<file path="src/via_pkg.sv">
package via_pkg;

  // ---------------------------------------------------------------
  // widths, opcodes and fixed addresses
  // ---------------------------------------------------------------
  localparam int VIA_PC_W = 15;
  localparam int VIA_NSRC = 12;
  localparam logic [7:0] VIA_TRAP_OPCODE = 8'h00;
  localparam logic [7:0] VIA_BLOCK_LAST = 8'hFF;
  localparam logic [7:0] VIA_STACK_LIMIT = 8'h6F;
  localparam logic [14:0] VIA_ACK_PC = 15'h00FF;
  localparam logic [14:0] VIA_OVERPOP_PC = 15'h7FFF;
  localparam logic [14:0] VIA_ONE = 15'h0001;

  // ---------------------------------------------------------------
  // vector table low bytes
  // ---------------------------------------------------------------
  localparam logic [7:0] VIA_VEC_TRAP = 8'hFE;
  localparam logic [7:0] VIA_VEC_NMI_RSVD = 8'hFC;
  localparam logic [7:0] VIA_VEC_RSVD = 8'hF0;
  localparam logic [7:0] VIA_VEC_DEFAULT = 8'hE0;
  // index 0 is the lowest-ranked maskable source (port wake-up)
  localparam logic [7:0] VIA_SRC_VEC [VIA_NSRC] = '{
    8'hE2, 8'hE4, 8'hE6, 8'hE8, 8'hEA, 8'hEC,
    8'hEE, 8'hF2, 8'hF4, 8'hF6, 8'hF8, 8'hFA
  };

  // ---------------------------------------------------------------
  // timing counts (instruction cycles)
  // ---------------------------------------------------------------
  localparam logic [2:0] VIA_ACK_CYCLES = 3'h7;
  localparam logic [2:0] VIA_ACK_LAST = VIA_ACK_CYCLES - 3'h2;

  // ---------------------------------------------------------------
  // carriers
  // ---------------------------------------------------------------
  typedef struct packed {
    logic ext_irq_pin;
    logic idle_timer;
    logic timer1_a_request;
    logic timer1_b_request;
    logic serial_busy_low;
    logic usart_rx;
    logic usart_tx;
    logic timer2_a_request;
    logic timer2_b_request;
    logic timer3_a_request;
    logic timer3_b_request;
    logic port_wake;
  } via_src_t;

  typedef struct packed {
    logic valid;
    logic blank;
    logic [14:0] addr;
    logic [7:0] data;
  } via_fetch_t;

  typedef struct packed {
    logic valid;
    logic [14:0] addr;
    logic [7:0] opcode;
  } via_ir_t;

  typedef struct packed {
    logic valid;
    logic [14:0] addr;
  } via_addr_t;

  typedef enum logic [2:0] {
    VIA_IDLE = 3'b000,
    VIA_VIS_HI = 3'b001,
    VIA_VIS_LO = 3'b011,
    VIA_VIS_FIN = 3'b010,
    VIA_ACK = 3'b110
  } via_st_t;

  typedef struct packed {
    via_st_t st;
    logic [2:0] cnt;
    via_ir_t ir;
    via_addr_t pc;
    via_addr_t push;
    via_addr_t tbl;
    logic gie_clear;
    logic busy;
    logic [7:0] vis_byte;
    logic [6:0] vec_hi;
  } via_state_t;

  typedef struct packed {
    logic pending;
  } via_flag_t;

endpackage

</file>
<file path="src/via_prio_enc.sv">
`timescale 1ns/1ps
module via_prio_enc
  import via_pkg::*;
(
  // request state
  input wire logic trap,
  input wire via_src_t src_en,
  input wire via_src_t src_pend,
  // result
  output logic any_active,
  output logic [7:0] vec_byte
);

  // ---------------------------------------------------------------
  // ranking
  // ---------------------------------------------------------------
  logic [VIA_NSRC-1:0] active;

  assign active = src_en & src_pend;
  assign any_active = |active;

  // later, higher-ranked hits overwrite earlier ones
  always_comb begin
    vec_byte = VIA_VEC_DEFAULT;
    for (int i = 0; i < VIA_NSRC; i++) begin
      if (active[i]) begin
        vec_byte = VIA_SRC_VEC[i];
      end
    end
    if (trap) begin
      vec_byte = VIA_VEC_TRAP;
    end
  end

endmodule

</file>
<file path="src/via_trap_flag.sv">
`timescale 1ns/1ps
module via_trap_flag
  import via_pkg::*;
(
  // clock and reset
  input wire logic mclk,
  input wire logic reset_n,
  // events
  input wire logic set,
  input wire logic clr,
  // state
  output logic pending
);

  // ---------------------------------------------------------------
  // single hidden bit, not a nesting count
  // ---------------------------------------------------------------
  via_flag_t q, d;

  // a trap in the same cycle as the clear instruction must not be lost
  always_comb begin
    d = q;
    if (clr) begin
      d.pending = 1'b0;
    end
    if (set) begin
      d.pending = 1'b1;
    end
  end

  always_ff @(posedge mclk or negedge reset_n) begin
    if (!reset_n) begin
      q <= '0;
    end else begin
      q <= d;
    end
  end

  assign pending = q.pending;

endmodule

</file>
<file path="src/via_arbiter.sv">
`timescale 1ns/1ps
module via_arbiter
  import via_pkg::*;
(
  // clock and reset
  input wire logic mclk,
  input wire logic reset_n,
  // instruction fetch from program memory
  input wire via_fetch_t fetch,
  // sequencer requests
  input wire logic vis_start,
  input wire logic [14:0] vis_addr,
  input wire logic clear_trap_pending_instr,
  input wire logic instr_boundary,
  input wire logic [14:0] next_addr,
  input wire logic stack_pop,
  input wire logic [7:0] pop_sp,
  input wire logic [14:0] pop_addr,
  // interrupt sources
  input wire logic global_irq_enable,
  input wire via_src_t src_en,
  input wire via_src_t src_pend,
  // vector table read data, one cycle after the read strobe
  input wire logic [7:0] tbl_data,
  // to the core
  output via_ir_t ir,
  output via_addr_t pc_load,
  output via_addr_t push,
  output via_addr_t tbl_rd,
  output logic gie_clear,
  output logic busy,
  output logic [7:0] vis_byte,
  output logic trap_pending_flag
);

  // ---------------------------------------------------------------
  // state
  // ---------------------------------------------------------------
  via_state_t q, d;
  logic any_active;
  logic [7:0] enc_byte;
  logic trap_hit;
  logic mask_req;
  logic start_trap;
  logic start_mask;
  logic [14:0] vis_next;
  logic [6:0] vis_page;

  // ---------------------------------------------------------------
  // arbitration
  // ---------------------------------------------------------------
  via_prio_enc u_enc (
    .trap(trap_pending_flag),
    .src_en(src_en),
    .src_pend(src_pend),
    .any_active(any_active),
    .vec_byte(enc_byte)
  );

  via_trap_flag u_flag (
    .mclk(mclk),
    .reset_n(reset_n),
    .set(start_trap),
    .clr(clear_trap_pending_instr),
    .pending(trap_pending_flag)
  );

  assign trap_hit = q.ir.valid && (q.ir.opcode == VIA_TRAP_OPCODE);
  // pending trap masks everything but another trap
  assign mask_req = global_irq_enable && any_active && !trap_pending_flag;
  assign start_trap = (q.st == VIA_IDLE) && trap_hit;
  assign start_mask = (q.st == VIA_IDLE) && !trap_hit && !vis_start && !stack_pop
                      && instr_boundary && mask_req;
  // address after the instruction: a select at xxFF moves to the next page
  assign vis_next = vis_addr + VIA_ONE;
  assign vis_page = vis_next[14:8];

  // ---------------------------------------------------------------
  // next state
  // ---------------------------------------------------------------
  always_comb begin
    d = q;
    d.pc.valid = 1'b0;
    d.push.valid = 1'b0;
    d.tbl.valid = 1'b0;
    d.gie_clear = 1'b0;
    // instruction register: blank locations and the overpop address read as zero
    d.ir.valid = fetch.valid;
    if (fetch.valid) begin
      d.ir.addr = fetch.addr;
      if (fetch.blank || (fetch.addr == VIA_OVERPOP_PC)) begin
        d.ir.opcode = VIA_TRAP_OPCODE;
      end else begin
        d.ir.opcode = fetch.data;
      end
    end
    unique case (q.st)
      VIA_IDLE: begin
        if (trap_hit) begin
          // return lands on the trap opcode again
          d.st = VIA_ACK;
          d.cnt = '0;
          d.push.valid = 1'b1;
          d.push.addr = q.ir.addr;
          d.gie_clear = 1'b0;
        end else if (vis_start) begin
          d.vis_byte = enc_byte;
          d.pc.valid = 1'b1;
          d.pc.addr = {vis_page, enc_byte};
          d.tbl.valid = 1'b1;
          d.tbl.addr = {vis_page, enc_byte};
          d.st = VIA_VIS_HI;
        end else if (stack_pop) begin
          d.pc.valid = 1'b1;
          if (pop_sp > VIA_STACK_LIMIT) begin
            d.pc.addr = VIA_OVERPOP_PC;
          end else begin
            d.pc.addr = pop_addr;
          end
        end else if (instr_boundary && mask_req) begin
          d.st = VIA_ACK;
          d.cnt = '0;
          d.gie_clear = 1'b1;
          d.push.valid = 1'b1;
          d.push.addr = next_addr;
        end
      end
      VIA_ACK: begin
        d.cnt = q.cnt + 3'h1;
        if (q.cnt == VIA_ACK_LAST) begin
          d.pc.valid = 1'b1;
          d.pc.addr = VIA_ACK_PC;
          d.st = VIA_IDLE;
        end
      end
      VIA_VIS_HI: begin
        // high byte sits at the even address, low byte next
        d.tbl.valid = 1'b1;
        d.tbl.addr = {q.tbl.addr[14:1], 1'b1};
        d.st = VIA_VIS_LO;
      end
      VIA_VIS_LO: begin
        d.vec_hi = tbl_data[6:0];
        d.st = VIA_VIS_FIN;
      end
      VIA_VIS_FIN: begin
        d.pc.valid = 1'b1;
        d.pc.addr = {q.vec_hi, tbl_data};
        d.st = VIA_IDLE;
      end
      default: begin
        d.st = VIA_IDLE;
      end
    endcase
    d.busy = (d.st != VIA_IDLE);
  end

  always_ff @(posedge mclk or negedge reset_n) begin
    if (!reset_n) begin
      q <= '0;
    end else begin
      q <= d;
    end
  end

  // ---------------------------------------------------------------
  // outputs
  // ---------------------------------------------------------------
  assign ir = q.ir;
  assign pc_load = q.pc;
  assign push = q.push;
  assign tbl_rd = q.tbl;
  assign gie_clear = q.gie_clear;
  assign busy = q.busy;
  assign vis_byte = q.vis_byte;

  logic vis_go;
  assign vis_go = (q.st == VIA_IDLE) && !trap_hit && vis_start;
  logic [VIA_NSRC-1:0] act_vec;
  assign act_vec = src_en & src_pend;
endmodule

</file>
<file path="config.mk">
export PLATFORM = sky130hd
export DESIGN_NAME = via_arbiter
export DESIGN_NICKNAME = d
export VERILOG_FILES = /design/src/via_pkg.sv /design/src/via_prio_enc.sv /design/src/via_trap_flag.sv /design/src/via_arbiter.sv
export SDC_FILE = /design/constraint.sdc
export NUM_CORES = 1
export LEC_CHECK = 0
export BUFFER_PORTS_ARGS = -buffer_cell sky130_fd_sc_hd__buf_2
export CAP_MARGIN = 20
export CORE_MARGIN = 3
export CORE_UTILIZATION = 35
export CTS_CLUSTER_DIAMETER = 50
export DETAILED_ROUTE_END_ITERATION = 10
export GPL_ROUTABILITY_DRIVEN = 0
export GPL_TIMING_DRIVEN = 0
export PLACE_DENSITY = 0.66
export SYNTH_ARGS = -nofsm -noshare
export SYNTH_HDL_FRONTEND = slang
export SYNTH_HIERARCHICAL = 1
export SYNTH_SLANG_ARGS = --single-unit
</file>
<file path="constraint.sdc">
create_clock -name mclk -period 1.9 [get_ports mclk]
set_input_delay 0 -clock mclk [delete_from_list [all_inputs] [get_ports mclk]]
set_output_delay 0 -clock mclk [all_outputs]
set_load 0.005 [all_outputs]
</file>
==> impl_metrics.env, run 1 <==
export IMPL_outcome="finished clean"
export IMPL_core_area_um2=14040
export IMPL_path_cells="nor3_2 -> nand4_1 -> buf_4 -> a21oi_1 -> nor3_1 -> or2_2"
export IMPL_finClkSkew_ns=0.006425
export IMPL_fin_nets=910
export IMPL_dieArea_um2=16000
export IMPL_vdd_drop_max_v=0.0005611
export IMPL_fp_dieH_um=126.5
export IMPL_critical_path_class="flop to flop"
export IMPL_dp_cells=909
export IMPL_first_iter_violations=199
export IMPL_io_buffers=194
export IMPL_cellPowerDensity_nw_per_um2=1286
export IMPL_met2_usage_pct=31.10
export IMPL_crit_fanout=10
export IMPL_critPathLaunchType="flop"
export IMPL_tritoncts="built"
export IMPL_num_rows=43
export IMPL_rrSetupSlack_ns=0.08
export IMPL_insertedDiodeCount=0
export IMPL_cts_sinks=96
export IMPL_syn_inst=532
export IMPL_ys_seq_area_share_pct=47.28
export IMPL_ys_flop_type="dfrtp_1"
export IMPL_totalWireLength_mm=14.67
export IMPL_finalSetupTns_ns=0
export IMPL_max_freq_mhz=550.7
export IMPL_slew_limit_headroom_pct=46.92
export IMPL_stdcell_count=976
export IMPL_use_met3_pct=4.126
export IMPL_hold_viol=0
export IMPL_worst_ep_required_time_ns=2.12
export IMPL_clk_pin_slew_ns=0.07
export IMPL_routedWlPerCell_um=15.03
export IMPL_cts_root_buf="clkbuf_16"
export IMPL_track_usage_pct=18.22
export IMPL_vias=4633
export IMPL_io_pins=200
export IMPL_final_max_slew_viol_count=0
export IMPL_postRouteAntennaNets=0
export IMPL_arrival_ns=2.04
export IMPL_grt_pass1_wl_mm=23.54
export IMPL_insertion_delay_ns=0.34
export IMPL_setup_viol=0
export IMPL_period_share_pct=95.56
export IMPL_final_setup_worst_slack_ns=0.08429
export IMPL_p_leak_uw=0.003626
export IMPL_antenna_found_initial=0
export IMPL_rsz0062_at_grt="true"
export IMPL_met1_usage_pct=23.31
export IMPL_dieWidth_um=126.5
export IMPL_syn_area_um2=5081
export IMPL_hold_path_class="input port to flop"
export IMPL_final_common_cell="buf_2"
export IMPL_numCtsBuffers=9
export IMPL_place_ws_ns=-0.1105
export IMPL_final_cell_mix="buf_2, dfrtp_1, buf_4"
export IMPL_yosys_warnings=6
export IMPL_start_util_pct=36.18
export IMPL_dp_hpwl_mm=10.80
export IMPL_critPathMaxStageDelay_ns=0.42
export IMPL_top_usage_layer="met2"
export IMPL_placed_area_um2=6307
export IMPL_h_tree_depth=3
export IMPL_slowest_stage="dfrtp_1"
export IMPL_drive_above_1_share_pct=44.47
export IMPL_area_growth_pct=41.66
export IMPL_grt_pass1_vias=4617
export IMPL_syn_avg_cell_area_um2=9.551
export IMPL_end_kind="flop"
export IMPL_routed_via_density=4.747
export IMPL_ys_seq_elements=96
export IMPL_first_pass_iters=4
export IMPL_clockBufferDepth=2
export IMPL_worst_pin_slew_ns=0.7944
export IMPL_synthDistinctLibCells=52
export IMPL_synth_edf_count=0
export IMPL_async_reset_ff_share_pct=100.0
export IMPL_fin_area_um2=7198
export IMPL_grt_max_degree=58
export IMPL_finalCriticalPeriod_ns=1.816
export IMPL_overflow=0
export IMPL_maxCapViolCount=0
export IMPL_drc=0
## power breakdown
| group | switching, µW | internal, µW |
|---|---|---|
| Sequential | 464 | 2840 |
| Clock | 784 | 1200 |
| Combinational | 1730 | 2240 |
## cell usage after synthesis, drive strengths merged (4+ instances only)
master | count | share of area, %
clkbuf | 11 | 0.84
o22a | 12 | 2.1
inv | 21 | 1.6
nor4 | 7 | 0.86
o21ai | 19 | 1.9
nor3 | 7 | 0.79
buf | 94 | 14
o22ai | 16 | 2.0
nor2 | 42 | 3.2
nand3 | 13 | 1.3
xnor2 | 6 | 1.0
and3 | 4 | 0.49
a211oi | 5 | 0.74
a21oi | 23 | 2.3
nand2b | 4 | 0.49
mux2 | 22 | 4.9
nand2 | 80 | 5.9
o221ai | 7 | 2.1
nand4 | 8 | 0.99
a21o | 4 | 0.59
dfrtp | 96 | 47
## state kept, by name, indices dropped and copies added, names as in the netlist
signal          flops
ir                 24
pc_load            16
push               16
tbl_rd             16
q                  13
vis_byte            8
busy                1
gie_clear           1
u_flag/pending      1
## stage by stage
stage / hold WS (ns) / total power [µW] / util, %
floorplan: -0.2956 / 5794 / -
global route: 0.02006 / 9916 / 51.26
finish: 0.007328 / 9255 / 51.26
CTS: 0.004098 / 9286 / 51.05
global placement: 0.1273 / 7114 / 44.76
detailed placement: 0.1157 / 7171 / 44.92
## path summary, 6_finish.rpt
kind | start | end | cells after the start
max | ir[3] | busy | 6
min | next_addr[6] | push[6] | 3
max reg2reg | ir[3] | busy | 6
min reg2reg | tbl_rd[7] | tbl_rd[7] | 2
max in group asynchronous | reset_n | u_flag/pending | 3
min in group asynchronous | reset_n | vis_byte[7] | 2
## critical path: cells and delay by family, from the launching register on
| family | cells | cell delay, ns |
|---|---|---|
| compound gates | 1 | 0.19 |
| simple gates | 4 | 0.86 |
| buf+inv | 1 | 0.23 |
| flops | 1 | 0.42 |
## final cells by class
type,instances,area [µm²]
Clock buffer,12,246.5
Multi-Input combinational cell,312,1901
Clock inverter,4,77.57
Fill cell,1286,6844
Buffer,105,763.2
Timing Repair Buffer,246,1501
Sequential cell,96,2405
Inverter,21,78.83
Tap cell,180,225.2
## logic make-up (layout without fill, tap and decap cells)
kind of cell	count (synthesis)	count (layout)	synth area share (%)
and+or+nand+nor	179	179	16.10
buffers and inverters	126	388	16.03
AOI/OAI and AO/OA	98	98	13.86
DFF	96	96	47.28
muxes	22	22	4.876
xor gates and xnor gates	7	7	1.207
adders and majority gates	2	2	0.4924
other	2	4	0.1478
## layer usage
layer | wire [µm] | vias to the layer above
met2 | 7140 | 171
met3 | 1016 | 15
li1 | - | 2264
met1 | 6314 | 2183
met5 | 0 | -
met4 | 194 | 0
## timing repair
action | 4_1_cts | 5_1_grt
pin swaps | 1 | 0
hold buffers | 50 | 0
endpoints found under the hold margin | 105 | 0
buffers inserted | 1 | 0
resized for setup | 10 | 19
endpoints found under the setup margin | 36 | 37
No activity file was read; power rests on OpenSTA's default activity.
==> inputs of run 2 (changes only) <==
--- a/config.mk
+++ b/config.mk
@@ -14,6 +14,7 @@
 export GPL_ROUTABILITY_DRIVEN = 0
 export GPL_TIMING_DRIVEN = 0
 export PLACE_DENSITY = 0.66
+export SETUP_SLACK_MARGIN = 0.3
 export SYNTH_ARGS = -nofsm -noshare
 export SYNTH_HDL_FRONTEND = slang
 export SYNTH_HIERARCHICAL = 1
==> impl_metrics.env, run 2 (synthesis results as in run 1) <==
export IMPL_p_leak_uw=0.003901
export IMPL_track_usage_pct=19.68
export IMPL_clk_pin_slew_ns=0.07
export IMPL_dieWidth_um=126.5
export IMPL_final_common_cell="buf_2"
export IMPL_antenna_found_initial=0
export IMPL_maxCapViolCount=0
export IMPL_critical_path_class="flop to flop"
export IMPL_start_util_pct=36.18
export IMPL_seq_area_um2=2407
export IMPL_h_tree_depth=3
export IMPL_routed_via_density=4.807
export IMPL_largest_reg_flops=24
export IMPL_cts_sinks=96
export IMPL_routedWlPerCell_um=16.47
export IMPL_hold_path_class="input port to flop"
export IMPL_io_pins=200
export IMPL_vdd_drop_max_v=0.0006067
export IMPL_drc=0
export IMPL_period_share_pct=90.19
export IMPL_worst_ep_required_time_ns=2.13
export IMPL_fin_area_um2=7926
export IMPL_arrival_ns=1.95
export IMPL_area_growth_pct=56.00
export IMPL_fp_dieH_um=126.5
export IMPL_grt_pass1_wl_mm=25.06
export IMPL_worst_pin_slew_ns=0.6247
export IMPL_totalWireLength_mm=16.52
export IMPL_setup_worst_path_start="ir[3]"
export IMPL_clockBufferDepth=2
export IMPL_stdcell_count=1003
export IMPL_max_freq_mhz=583.6
export IMPL_cellPowerDensity_nw_per_um2=1282
export IMPL_io_buffers=194
export IMPL_cts_root_buf="clkbuf_16"
export IMPL_drive_above_1_share_pct=53.10
export IMPL_rsz0062_at_grt="true"
export IMPL_dp_cells=909
export IMPL_grt_pass1_vias=4912
export IMPL_dieArea_um2=16000
export IMPL_first_pass_iters=4
export IMPL_slew_limit_headroom_pct=58.35
export IMPL_finalSetupTns_ns=0
export IMPL_num_rows=43
export IMPL_tritoncts="built"
export IMPL_hold_start="fetch[23]"
export IMPL_fill_cells=1177
export IMPL_dp_hpwl_mm=11.06
export IMPL_r2r_cells=6
export IMPL_numCtsBuffers=9
export IMPL_vias=4821
export IMPL_final_cell_mix="buf_2, buf_4, dfrtp_1"
export IMPL_worstHoldEndpoint="ir[1]"
export IMPL_multi_input_area_um2=2291
export IMPL_setup_viol=0
export IMPL_first_iter_violations=183
export IMPL_r2r_end="pc_load[0]"
export IMPL_placed_area_um2=6325
export IMPL_slowest_stage="dfrtp_1"
export IMPL_final_max_slew_viol_count=0
export IMPL_critPathMaxStageDelay_ns=0.39
export IMPL_core_area_um2=14040
export IMPL_insertion_delay_ns=0.35
export IMPL_finalCriticalPeriod_ns=1.714
export IMPL_whs_path_depth=4
export IMPL_r2r_start="ir[3]"
export IMPL_fin_nets=937
export IMPL_insertedDiodeCount=0
export IMPL_path_cells="nor3_2 -> and4_4 -> or3_4 -> buf_6 -> o21ai_2 -> o32a_1"
export IMPL_finClkSkew_ns=0.007997
export IMPL_postRouteAntennaNets=0
export IMPL_outcome="finished clean"
export IMPL_rrSetupSlack_ns=0.19
export IMPL_overflow=0
export IMPL_crit_fanout=5
export IMPL_hold_viol=0
export IMPL_critPathLaunchType="flop"
export IMPL_grt_max_degree=58
export IMPL_end_kind="flop"
-- run 2: layer usage --
metal,global-route usage (%),up-vias,part of all wire [%]
met5,0,-,0
met4,7.382,0,2.4
met2,33.78,179,50
met1,24.00,2295,41
li1,-,2319,-
met3,4.716,28,6.2
-- run 2: how the worst max path moves through the flow --
| stage | to | slack [ns] | cells after the start |
|---|---|---|---|
| global placement | ir[11] | -0.19 | 1 |
| CTS | pc_load[4] | 0.21 | 5 |
| detailed placement | push[6] | -0.08 | 6 |
| global route | pc_load[1] | 0.04 | 7 |
| floorplan | pc_load[10] | 0.30 | 4 |
| finish | pc_load[0] | 0.19 | 6 |
-- run 2: power breakdown --
| group | leakage [µW] | total (µW) | switching [µW] | internal (µW) |
|---|---|---|---|---|
| clock | 0.000163 | 2020 | 828 | 1200 |
| combinational | 0.00260 | 4800 | 2080 | 2720 |
| sequential | 0.00114 | 3340 | 501 | 2840 |
| total | 0.00390 | 10200 | 3410 | 6750 |
-- run 2: through the flow --
step                      total power (µW)  hold slack, ns  utilization, %  setup slack, ns
after floorplan                       5805         -0.2956               -           0.3003
after global placement                7131          0.1314           44.83          -0.1944
after detailed placement              7194         0.02812           45.04         -0.07902
after CTS                             9960         0.02362           54.59           0.2112
after global routing                 10790         0.01240           56.45          0.04298
final                                10160      0.00003939           56.45           0.1864
-- run 2: what timing repair did --
| item | CTS | global route |
|---|---|---|
| hold endpoints to repair | 92 | 0 |
| endpoints found under the setup margin | 65 | 64 |
| cloned | 3 | 1 |
| pin swaps | 19 | 31 |
| hold buffers | 52 | 0 |
| gates resized for setup | 78 | 51 |
| setup buffers | 21 | 1 |
-- run 2: layout make-up --
class	count	area share, %
timing repair buffer	273	22.13
clock inverter	6	1.105
tap	180	2.841
multi-input combinational	312	28.90
sequential	96	30.37
clock buffer	10	3.015
buffer	105	10.61
inverter	21	1.026
-- run 2: critical path: cells and delay by family (launching register included) --
family / cells / cell delay [ns]
flops: 1 / 0.39
buf+inv: 1 / 0.14
compound gates: 2 / 0.37
simple gates: 3 / 0.68
==> inputs of run 3 (changes only) <==
--- a/config.mk
+++ b/config.mk
@@ -7,7 +7,7 @@
 export LEC_CHECK = 0
 export BUFFER_PORTS_ARGS = -buffer_cell sky130_fd_sc_hd__buf_2
 export CAP_MARGIN = 20
-export CORE_MARGIN = 3
+export CORE_MARGIN = 8
 export CORE_UTILIZATION = 35
 export CTS_CLUSTER_DIAMETER = 50
 export DETAILED_ROUTE_END_ITERATION = 10
@@ -17,5 +17,4 @@
 export SETUP_SLACK_MARGIN = 0.3
 export SYNTH_ARGS = -nofsm -noshare
 export SYNTH_HDL_FRONTEND = slang
-export SYNTH_HIERARCHICAL = 1
 export SYNTH_SLANG_ARGS = --single-unit
==> impl_metrics.env, run 3 <==
export IMPL_outcome="finished with violations"
export IMPL_violations="negative hold slack, negative setup slack"
export IMPL_antenna_found_initial=0
export IMPL_crit_fanout=3
export IMPL_cts_root_buf="clkbuf_16"
export IMPL_synth_top_area_share_pct=47.29
export IMPL_path_cells="nor4b_4 -> buf_4 -> a31oi_4 -> and2_4 -> buf_8 -> nor3_4 -> inv_2 -> mux2_4"
export IMPL_insertion_delay_ns=0.35
export IMPL_p_leak_uw=0.003620
export IMPL_routedWlPerCell_um=18.06
export IMPL_rrSetupSlack_ns=-0.07
export IMPL_slowest_stage="dfrtp_1"
export IMPL_postRouteAntennaNets=0
export IMPL_crit_family="simple AND/OR/NAND/NOR gates"
export IMPL_first_pass_iters=4
export IMPL_fp_dieH_um=133.3
export IMPL_end_kind="flop"
export IMPL_period_share_pct=103.8
export IMPL_p_total_uw=9638
export IMPL_track_usage_pct=18.92
export IMPL_h_tree_depth=3
export IMPL_drive_above_1_share_pct=57.25
export IMPL_r2r_start="ir[7]"
export IMPL_grt_pass1_wl_mm=27.06
export IMPL_syn_avg_cell_area_um2=10.18
export IMPL_critPathLaunchType="flop"
export IMPL_async_reset_ff_share_pct=100.0
export IMPL_maxCapViolCount=0
export IMPL_dieArea_um2=17770
export IMPL_io_buffers=193
export IMPL_stdcell_count=945
export IMPL_final_cell_mix="buf_2, buf_4, dfrtp_1"
export IMPL_worst_ep_required_time_ns=2.13
export IMPL_r2r_cells=8
export IMPL_final_max_slew_viol_count=0
export IMPL_cp_depth=8
export IMPL_vdd_drop_max_v=0.0005008
export IMPL_yosysMostFrequentCell="dfrtp_1"
export IMPL_cts_sinks=91
export IMPL_final_setup_worst_slack_ns=-0.07187
export IMPL_dp_cells=847
export IMPL_synth_edf_count=0
export IMPL_insertedDiodeCount=0
export IMPL_crit_path_end="pc_load[14]"
export IMPL_dp_hpwl_mm=12.12
export IMPL_io_pins=200
export IMPL_syn_area_um2=4816
export IMPL_grt_max_degree=48
export IMPL_syn_inst=473
export IMPL_final_common_cell="buf_2"
export IMPL_num_rows=43
export IMPL_critical_path_class="flop to flop"
export IMPL_synth_area_top_cells="dfrtp_1, buf_4, mux2_2, a2bb2oi_1, nand2_1"
export IMPL_first_iter_violations=162
export IMPL_largest_reg_flops=24
export IMPL_drc=0
export IMPL_ys_seq_area_share_pct=47.29
export IMPL_hold_viol=3
export IMPL_clockBufferDepth=2
export IMPL_rsz0062_at_grt="true"
export IMPL_finalCriticalPeriod_ns=1.972
export IMPL_finClkSkew_ns=0.007914
export IMPL_ys_flop_type="dfrtp_1"
export IMPL_setup_worst_path_start="ir[7]"
export IMPL_ys_seq_elements=91
export IMPL_worst_pin_slew_ns=0.6914
export IMPL_area_growth_pct=59.76
export IMPL_slew_limit_headroom_pct=53.50
export IMPL_cellPowerDensity_nw_per_um2=1253
export IMPL_clk_pin_slew_ns=0.06
export IMPL_setup_viol=12
export IMPL_totalWireLength_mm=17.07
export IMPL_hold_path_class="input port to flop"
export IMPL_start_util_pct=35.24
export IMPL_dieWidth_um=133.3
export IMPL_finalSetupTns_ns=-0.5557
export IMPL_grt_pass1_vias=5213
export IMPL_numCtsBuffers=9
export IMPL_synth_common_cells="dfrtp_1, buf_4, nand2_1, o21ai_0, nor2_1"
export IMPL_vias=4735
export IMPL_tritoncts="built"
export IMPL_synthDistinctLibCells=59
export IMPL_core_area_um2=13670
export IMPL_synth_nets=592
export IMPL_yosys_warnings=0
export IMPL_routed_via_density=5.011
export IMPL_path_buf_inv=3
export IMPL_max_freq_mhz=507.1
export IMPL_overflow=0
export IMPL_arrival_ns=2.20
export IMPL_synth_top_area_cell="dfrtp_1"
export IMPL_critPathMaxStageDelay_ns=0.41
export IMPL_r2r_end="pc_load[14]"
export IMPL_fin_nets=879
export IMPL_holdWs_ns=-0.005542
==> run 3: timing repair <==
item,CTS,global route
hold buffers,54,0
endpoints found under the setup margin,60,78
endpoints found under the hold margin,96,0
setup buffers,16,8
gates cloned,4,0
pin swaps,13,18
resized for setup,90,53
==> run 3: cell families (layout without fill, tap and decap cells) <==
family	Yosys count	in the layout	synth area share, %
compound gates	120	120	17.51
xor+xnor	7	7	1.273
mux	23	23	5.456
flops	91	91	47.28
fa+ha+maj	2	2	0.5195
simple gates	114	114	12.21
other cells	1	1	0.07787
buf+inv	115	407	15.67
==> run 3: area by class of cell <==
| class | count | area (µm²) |
|---|---|---|
| clock inverter | 7 | 76.32 |
| sequential | 91 | 2277 |
| multi-input combinational | 267 | 2222 |
| inverter | 14 | 52.55 |
| clock buffer | 9 | 225.2 |
| buffer | 101 | 800.8 |
| fill | 1158 | 5972 |
| timing repair buffer | 276 | 1814 |
| tap | 180 | 225.2 |
==> run 3: where the power goes <==
group          leakage, µW  internal [µW]  total [µW]  switching (µW)
sequential         0.00107           2640        3150             502
clock             0.000142           1030        1820             794
combinational      0.00241           2680        4670            1990
==> run 3: worst reg2reg max path: stages, from the launching register on <==
cell,delay (ns)
dfrtp_1,0.41
nor4b_4,0.27
buf_4,0.18
a31oi_4,0.11
and2_4,0.18
buf_8,0.12
nor3_4,0.18
inv_2,0.10
mux2_4,0.30
==> run 3: worst min path at each step <==
stage / cells after the start / from / slack [ns] / end
after floorplan: 0 / reset_n / -0.30 / busy
after CTS: 3 / next_addr[13] / 0.02 / push[13]
after detailed placement: 1 / reset_n / 0.05 / pc_load[9]
after global routing: 4 / fetch[23] / 0.01 / ir[1]
after global placement: 1 / fetch[24] / 0.13 / ir[23]
final: 4 / fetch[23] / -0.006 / ir[3]
==> run 3: routing by layer <==
metal	up-vias	part of all wire, %	wire length (µm)	track usage (%)
li1	2197	-	-	-
met4	0	3.4	586	8.921
met5	-	0	0	0
met1	2281	38	6529	20.42
met3	37	8.9	1516	6.928
met2	220	49	8439	32.31
==> run 3: per-stage QoR <==
step                      cell area, µm²  utilization (%)  setup slack [ns]  hold WS (ns)
after global placement              6046            44.24           -0.2552        0.1271
after floorplan                     4855                -           0.04862       -0.2956
final                               7694            56.30          -0.07187     -0.005542
after CTS                           7472            54.68          -0.09880       0.01928
after global routing                7694            56.30           -0.1270       0.01271
after detailed placement            6076            44.46           -0.3284       0.05059
